## src/core/idac_ctrl_pkg.sv

```systemverilog
package idac_ctrl_pkg;

    // register indices on the plain port
    localparam logic [7:0] ADDR_DAC_CONTROL = 8'hb9;
    localparam logic [7:0] ADDR_DAC_HIGH    = 8'hba;
    localparam logic [7:0] ADDR_DAC_LOW     = 8'hbb;
    localparam logic [7:0] ADDR_REF_CONTROL = 8'hbc;
    localparam logic [7:0] ADDR_DAC_ACTIVE  = 8'hbd;
    localparam logic [7:0] ADDR_BIAS_STATUS = 8'hbe;

    // dac control register layout and reset
    localparam int         DAC_ENABLE_POS   = 7;
    localparam int         DAC_SOURCE_POS   = 4;
    localparam int         DAC_FS_POS       = 0;
    localparam logic [7:0] DAC_CONTROL_RST  = 8'h72;
    localparam logic [7:0] DAC_CONTROL_WMASK = 8'hf3;

    // reference control layout
    localparam int         REF_BUFFER_POS   = 0;
    localparam int         REF_BIAS_POS     = 1;
    localparam int         REF_SELECT_POS   = 3;
    localparam logic [7:0] REF_CONTROL_RST  = 8'h00;
    localparam logic [7:0] REF_CONTROL_WMASK = 8'h0b;

    // update source codes
    localparam logic [2:0] SRC_TIMER0  = 3'h0;
    localparam logic [2:0] SRC_TIMER1  = 3'h1;
    localparam logic [2:0] SRC_TIMER2  = 3'h2;
    localparam logic [2:0] SRC_TIMER3  = 3'h3;
    localparam logic [2:0] SRC_RISE    = 3'h4;
    localparam logic [2:0] SRC_FALL    = 3'h5;
    localparam logic [2:0] SRC_ANY     = 3'h6;
    localparam logic [2:0] SRC_WRITE_H = 3'h7;

    // full-scale current selections
    typedef enum logic [2:0] {
        FS_0P5MA = 3'b001,
        FS_1P0MA = 3'b010,
        FS_2P0MA = 3'b100
    } full_scale_type;

    // register bus request
    typedef struct packed {
        logic [7:0] addr;
        logic [7:0] wdata;
        logic       wr;
        logic       rd;
    } bus_req_type;

    // analog control outputs
    typedef struct packed {
        logic           dac_on;
        full_scale_type full_scale;
        logic [9:0]     code;
        logic           vdd_ref;
        logic           bias_on;
        logic           ref_drive;
    } analog_ctrl_type;

    // peripheral enables that consume bias
    typedef struct packed {
        logic adc;
        logic temp_sensor;
        logic oscillator;
    } bias_users_type;

endpackage

```

## src/core/idac_trigger_select.sv

```systemverilog
`timescale 1ns/10ps
module idac_trigger_select (
    // clock and reset
    input  wire logic       i_clk,
    input  wire logic       i_sys_rst,
    // event sources
    input  wire logic [3:0] i_timer_ovf,
    input  wire logic       i_convert_start_input,
    input  wire logic       i_high_write,
    input  wire logic [2:0] i_source,
    // result
    output logic            o_update
);
    import idac_ctrl_pkg::*;

    typedef struct packed {
        logic cnv_last;
    } trig_state_type;

    trig_state_type state;
    trig_state_type next_state;
    logic           rise;
    logic           fall;

    // edge detect on the convert-start input
    always_comb begin
        next_state          = state;
        next_state.cnv_last = i_convert_start_input;
        rise = i_convert_start_input & ~state.cnv_last;
        fall = ~i_convert_start_input & state.cnv_last;
        case (i_source)
            SRC_TIMER0:  o_update = i_timer_ovf[0];
            SRC_TIMER1:  o_update = i_timer_ovf[1];
            SRC_TIMER2:  o_update = i_timer_ovf[2];
            SRC_TIMER3:  o_update = i_timer_ovf[3];
            SRC_RISE:    o_update = rise;
            SRC_FALL:    o_update = fall;
            SRC_ANY:     o_update = rise | fall;
            SRC_WRITE_H: o_update = i_high_write;
            default:     o_update = 1'b0;
        endcase
    end

    // register the edge history
    always_ff @(posedge i_clk or posedge i_sys_rst) begin
        if (i_sys_rst) begin
            state <= '0;
        end else begin
            state <= next_state;
        end
    end
endmodule

```

## src/core/bias_request.sv

```systemverilog
`timescale 1ns/10ps
module bias_request (
    // consumers
    input  wire logic                          i_dac_on,
    input  wire idac_ctrl_pkg::bias_users_type i_users,
    input  wire logic                          i_force,
    // result
    output logic                               o_bias_on
);
    import idac_ctrl_pkg::*;

    // any consumer or the force bit turns bias on
    assign o_bias_on = i_dac_on | i_users.adc | i_users.temp_sensor
                     | i_users.oscillator
                     | i_force;
endmodule

```

## src/core/current_dac_update_and_vref_control.sv

```systemverilog
// Design decision made here: strobed register access.
`timescale 1ns/10ps
module current_dac_update_and_vref_control (
    // clock and reset
    input  wire logic                          i_clk,
    input  wire logic                          i_sys_rst,
    // register port
    input  wire idac_ctrl_pkg::bus_req_type    i_bus,
    output logic [7:0]                         o_rdata,
    // event and consumer inputs
    input  wire logic [3:0]                    i_timer_ovf,
    input  wire logic                          i_convert_start_input,
    input  wire idac_ctrl_pkg::bias_users_type i_bias_users,
    // analog controls
    output idac_ctrl_pkg::analog_ctrl_type     o_analog
);
    import idac_ctrl_pkg::*;

    typedef struct packed {
        logic [7:0]      dac_control_reg;
        logic [7:0]      reference_control_reg;
        logic [1:0]      dac_data_high;
        logic [7:0]      dac_data_low;
        logic [9:0]      active_code;
        logic [7:0]      rdata;
        analog_ctrl_type analog;
    } top_state_type;

    top_state_type state;
    top_state_type next_state;
    logic          high_write;
    logic          update;
    logic          bias_on;
    logic          next_dac_on;

    // decode a full-scale field into its one-hot selection
    function automatic full_scale_type decode_fs(input logic [1:0] fs);
        if (fs[1]) begin
            decode_fs = FS_2P0MA;
        end else if (fs[0]) begin
            decode_fs = FS_1P0MA;
        end else begin
            decode_fs = FS_0P5MA;
        end
    endfunction

    // write strobe to the data high byte
    assign high_write  = i_bus.wr && (i_bus.addr == ADDR_DAC_HIGH);

    // enable as it will stand next cycle
    assign next_dac_on = next_state.dac_control_reg[DAC_ENABLE_POS];

    idac_trigger_select u_trigger (
        .i_clk                 (i_clk),
        .i_sys_rst             (i_sys_rst),
        .i_timer_ovf           (i_timer_ovf),
        .i_convert_start_input (i_convert_start_input),
        .i_high_write          (high_write),
        .i_source              (state.dac_control_reg[DAC_SOURCE_POS +: 3]),
        .o_update              (update)
    );

    bias_request u_bias (
        .i_dac_on  (next_dac_on),
        .i_users   (i_bias_users),
        .i_force   (next_state.reference_control_reg[REF_BIAS_POS]),
        .o_bias_on (bias_on)
    );

    // register writes, update transfer, readback
    always_comb begin
        next_state = state;
        if (i_bus.wr) begin
            case (i_bus.addr)
                ADDR_DAC_CONTROL: next_state.dac_control_reg =
                    i_bus.wdata & DAC_CONTROL_WMASK;
                ADDR_DAC_HIGH:    next_state.dac_data_high = i_bus.wdata[1:0];
                ADDR_DAC_LOW:     next_state.dac_data_low  = i_bus.wdata;
                ADDR_REF_CONTROL: next_state.reference_control_reg =
                    i_bus.wdata & REF_CONTROL_WMASK;
                default:          next_state = next_state;
            endcase
        end
        // transfer uses the high byte as written in this cycle
        if (update && state.dac_control_reg[DAC_ENABLE_POS]) begin
            next_state.active_code = {next_state.dac_data_high,
                                      next_state.dac_data_low};
        end
        next_state.rdata = 8'h00;
        if (i_bus.rd) begin
            case (i_bus.addr)
                ADDR_DAC_CONTROL: next_state.rdata = state.dac_control_reg;
                ADDR_DAC_HIGH:    next_state.rdata = {6'h00, state.dac_data_high};
                ADDR_DAC_LOW:     next_state.rdata = state.dac_data_low;
                ADDR_REF_CONTROL: next_state.rdata = state.reference_control_reg;
                ADDR_DAC_ACTIVE:  next_state.rdata = state.active_code[9:2];
                ADDR_BIAS_STATUS: next_state.rdata = {7'h00, state.analog.bias_on};
                default:          next_state.rdata = 8'h00;
            endcase
        end
        next_state.analog.dac_on     = next_dac_on;
        next_state.analog.full_scale =
            decode_fs(next_state.dac_control_reg[DAC_FS_POS +: 2]);
        next_state.analog.code       = next_state.active_code;
        next_state.analog.vdd_ref    =
            next_state.reference_control_reg[REF_SELECT_POS];
        next_state.analog.bias_on    = bias_on;
        next_state.analog.ref_drive  =
            next_state.reference_control_reg[REF_BUFFER_POS];
    end

    // state register
    always_ff @(posedge i_clk or posedge i_sys_rst) begin
        if (i_sys_rst) begin
            state                       <= '0;
            state.dac_control_reg       <= DAC_CONTROL_RST;
            state.reference_control_reg <= REF_CONTROL_RST;
            state.analog.full_scale     <= FS_2P0MA;
        end else begin
            state <= next_state;
        end
    end

    assign o_rdata  = state.rdata;
    assign o_analog = state.analog;
endmodule

```

## config.mk

```make
export PLATFORM = sky130hd
export DESIGN_NAME = current_dac_update_and_vref_control
export DESIGN_NICKNAME = d
export VERILOG_FILES = /design/src/core/idac_ctrl_pkg.sv /design/src/core/idac_trigger_select.sv /design/src/core/bias_request.sv /design/src/core/current_dac_update_and_vref_control.sv
export SDC_FILE = /design/constraint.sdc
export NUM_CORES = 1
export LEC_CHECK = 0
export BUFFER_PORTS_ARGS = -buffer_cell sky130_fd_sc_hd__buf_2
export CAP_MARGIN = 5
export CORE_AREA = 2 2 77 79
export CTS_CLUSTER_DIAMETER = 30
export DETAILED_ROUTE_END_ITERATION = 7
export DIE_AREA = 0 0 79 81
export GPL_TIMING_DRIVEN = 0
export PLACE_DENSITY = 0.63
export REMOVE_ABC_BUFFERS = 1
export SLEW_MARGIN = 30
export SYNTH_ARGS = -nofsm -noshare
export SYNTH_HDL_FRONTEND = slang
export SYNTH_SLANG_ARGS = --single-unit
```

## constraint.sdc

```tcl
create_clock -name i_clk -period 2.1 [get_ports i_clk]
set_clock_uncertainty 0.2 [all_clocks]
set_input_delay 0.105 -clock i_clk [delete_from_list [all_inputs] [get_ports i_clk]]
set_output_delay 0.105 -clock i_clk [all_outputs]
set_load 0.005 [all_outputs]
```

==> flow_metrics.tcl <==
set metrics [dict create \
    path_clk_slew_ns 0.08 \
    portBuffers 52 \
    cts_buffers 5 \
    cts_max_level 2 \
    layout-drive-gt1-share 0.478 \
    p_leak_nw 1.28 \
    synth_area_leaders "dfrtp_1 (43%), mux2_2 (16%), buf_4 (9.0%)" \
    syn_inst 178 \
    hp-start "i_bus[10]" \
    cp_slowest_stage_delay_ns 0.61 \
    grt_max_degree 23 \
    drt_iter0_drc 46 \
    fp-row-count 28 \
    area_delta_synth_final_pct 22.5 \
    end_kind "register" \
    crit_arrival_ns 1.99 \
    dp_slack_ns -0.170 \
    synth-edff-count 0 \
    grt_pass1_wl_microns 7220 \
    grt_pass1_vias 1431 \
    critPathKind "reg -> reg" \
    viasPerCell 4.86 \
    dr.max_layer_used "met4" \
    yosys.area.top_type "dfrtp_1" \
    nNetsFinal 257 \
    synth.most_common_cell "dfrtp_1" \
    hp-class "in -> reg" \
    synth_ff_type "dfrtp_1" \
    final_max_slew_viol_count 0 \
    clock_sinks 41 \
    die_width_microns 79 \
    antenna_found_initial 0 \
    boundaryPins 53 \
    layout_setup_ws_ns 0.0825 \
    max_slew_margin 0.561 \
    fmax_mhz 496 \
    start_kind "register" \
    core_sq_mm 0.00568 \
    powerDensity_mw_per_mm2 632 \
    ys_ff_latch 41 \
    crit_slowest_cell "dfstp_2" \
    ys_warn_count 0 \
    drt_pre_antenna_iters 4 \
    cp_max_fo 10 \
    initial_core_util 0.382 \
    wl_met2_microns 2080 \
    cts_tree "done" \
    clock_path_buffers 2 \
    antenna_left 0 \
    place_inst 275 \
    async_flop_share 1.00 \
    status "finished clean" \
    worst_pin_slew_ns 0.653 \
    met1_length_microns 2010 \
    worstSkewPairLatency_ns 0.29 \
    hpwlAfterDp_microns 3320 \
    yosysSeqAreaShare 0.475 \
    yosys-top-cells-count "dfrtp_1 (37), mux2_2 (31), buf_4 (26)" \
    syn-cell-area_sq_mm 0.00217 \
    final-setup-viol-count 0 \
    yosys.cell_types.count 36 \
    wl_met3_microns 288 \
    fin_crit_ns 2.02 \
    wirelength_microns 4510 \
    crit_required_ns 2.07 \
    ctsRootBufferMaster "clkbuf_8" \
    die_height_microns 81 \
    crit_family "flip-flops" \
    maxCapViolations 0 \
    reg2reg_from "state[57]" \
    dieArea_sq_mm 0.00640 \
    fin_cells 303 \
    path_buf_inv 1 \
    grt_usage 0.150 \
    vias 1474 \
    vdd_drop_max_v 0.000244 \
    post_drt_wl_per_cell_microns 14.9 \
    antenna_cells 0 \
    drc 0 \
    post-route-period-util 0.961 \
    yosysTopAreaCellShare 0.427 \
    overflow 0 \
    fin_tns_setup_ns 0 \
    place_congestion 0.782 \
    crit_path_start "state[57]" \
    avgSynthCellArea_sq_um 12.2 \
    worstPathCellList "mux2i_1 -> o221ai_1 -> o2111a_2 -> buf_12 -> mux2_1" \
    final_hold_viol_count 0 \
]
-- cell usage in the layout, fill, tap and decap left out, types with 4 or more instances in the layout --
cell type,count
buf_2,52
dfrtp_1,37
mux2_2,31
dlygate4sd3_1,16
nor2_1,10
nand2_1,7
nand2b_1,6
mux2i_1,6
clkbuf_8,6
nand3b_1,5
a22oi_1,4
dfstp_2,4
-- flip-flops by register name (all words and copies together), names as in the netlist --
name	flops
o_analog	13
state	19
u_trigger.state	1
o_rdata	8
-- cell families after synthesis --
| kind of cell | after synthesis | share of synthesized area |
|---|---|---|
| compound gates | 13 | 0.0456 |
| fa+ha+maj | 2 | 0.0115 |
| buf+inv | 35 | 0.108 |
| flops | 41 | 0.475 |
| mux | 40 | 0.211 |
| simple gates | 47 | 0.148 |
-- worst paths after layout --
path                                     end  slack (ns)  depth (start not counted)
worst max-delay path             o_analog[9]        0.08                          5
worst min-delay path              o_rdata[7]        0.04                          3
worst max register to register   o_analog[9]        0.08                          5
worst min register to register  o_analog[13]        0.31                          1
max in group asynchronous          state[58]        1.00                          4
min in group asynchronous       o_analog[14]        0.16                          3
-- cell type report --
type / count / area, sq um
fillers: 555 / 3020
clock inverters: 1 / 30.0
inverters: 4 / 15.0
clock buffers: 7 / 86.3
flip-flops and latches: 41 / 1030
multi-input cells: 102 / 911
repair buffers: 73 / 490
well taps: 75 / 93.8
-- power by group --
| group | leakage [nW] | switching, mW | internal (mW) | total (mW) |
|---|---|---|---|---|
| logic | 0.680 | 0.0877 | 0.102 | 0.190 |
| clock network | 0.0585 | 0.258 | 0.387 | 0.645 |
| registers | 0.543 | 0.0226 | 0.821 | 0.844 |
| total | 1.28 | 0.368 | 1.31 | 1.68 |
-- metal layers --
| metal | up-vias | GRT usage |
|---|---|---|
| met5 | - | 0 |
| met1 | 701 | 0.185 |
| met2 | 52 | 0.245 |
| li1 | 711 | - |
| met4 | 0 | 0.0845 |
| met3 | 10 | 0.0356 |
-- through the flow --
step / area (sq um) / utilization / hold WS [ns] / total power [mW]
final: 2660 / 0.468 / 0.0378 / 1.68
after CTS: 2630 / 0.463 / 0.0135 / 1.70
after floorplan: 1950 / - / -0.0636 / 0.938
after global placement: 2300 / 0.406 / 0.0493 / 1.02
after global routing: 2660 / 0.468 / 0.0461 / 1.76
after detailed placement: 2330 / 0.411 / -0.0625 / 1.03
-- timing repair --
action                                  CTS  global route
hold endpoints to repair                 64             0
hold buffers                             16             0
pin swaps                                 0             2
endpoints found under the setup margin   10             2
setup buffers                             1             3
resized for setup                         1             1
-- tightest hold or removal path, stage by stage --
cell and delay [ns]:
buf_2 0.20, nand3_1 0.10, a21oi_1 0.08
Note: power is estimated with default switching activity, not from simulation.
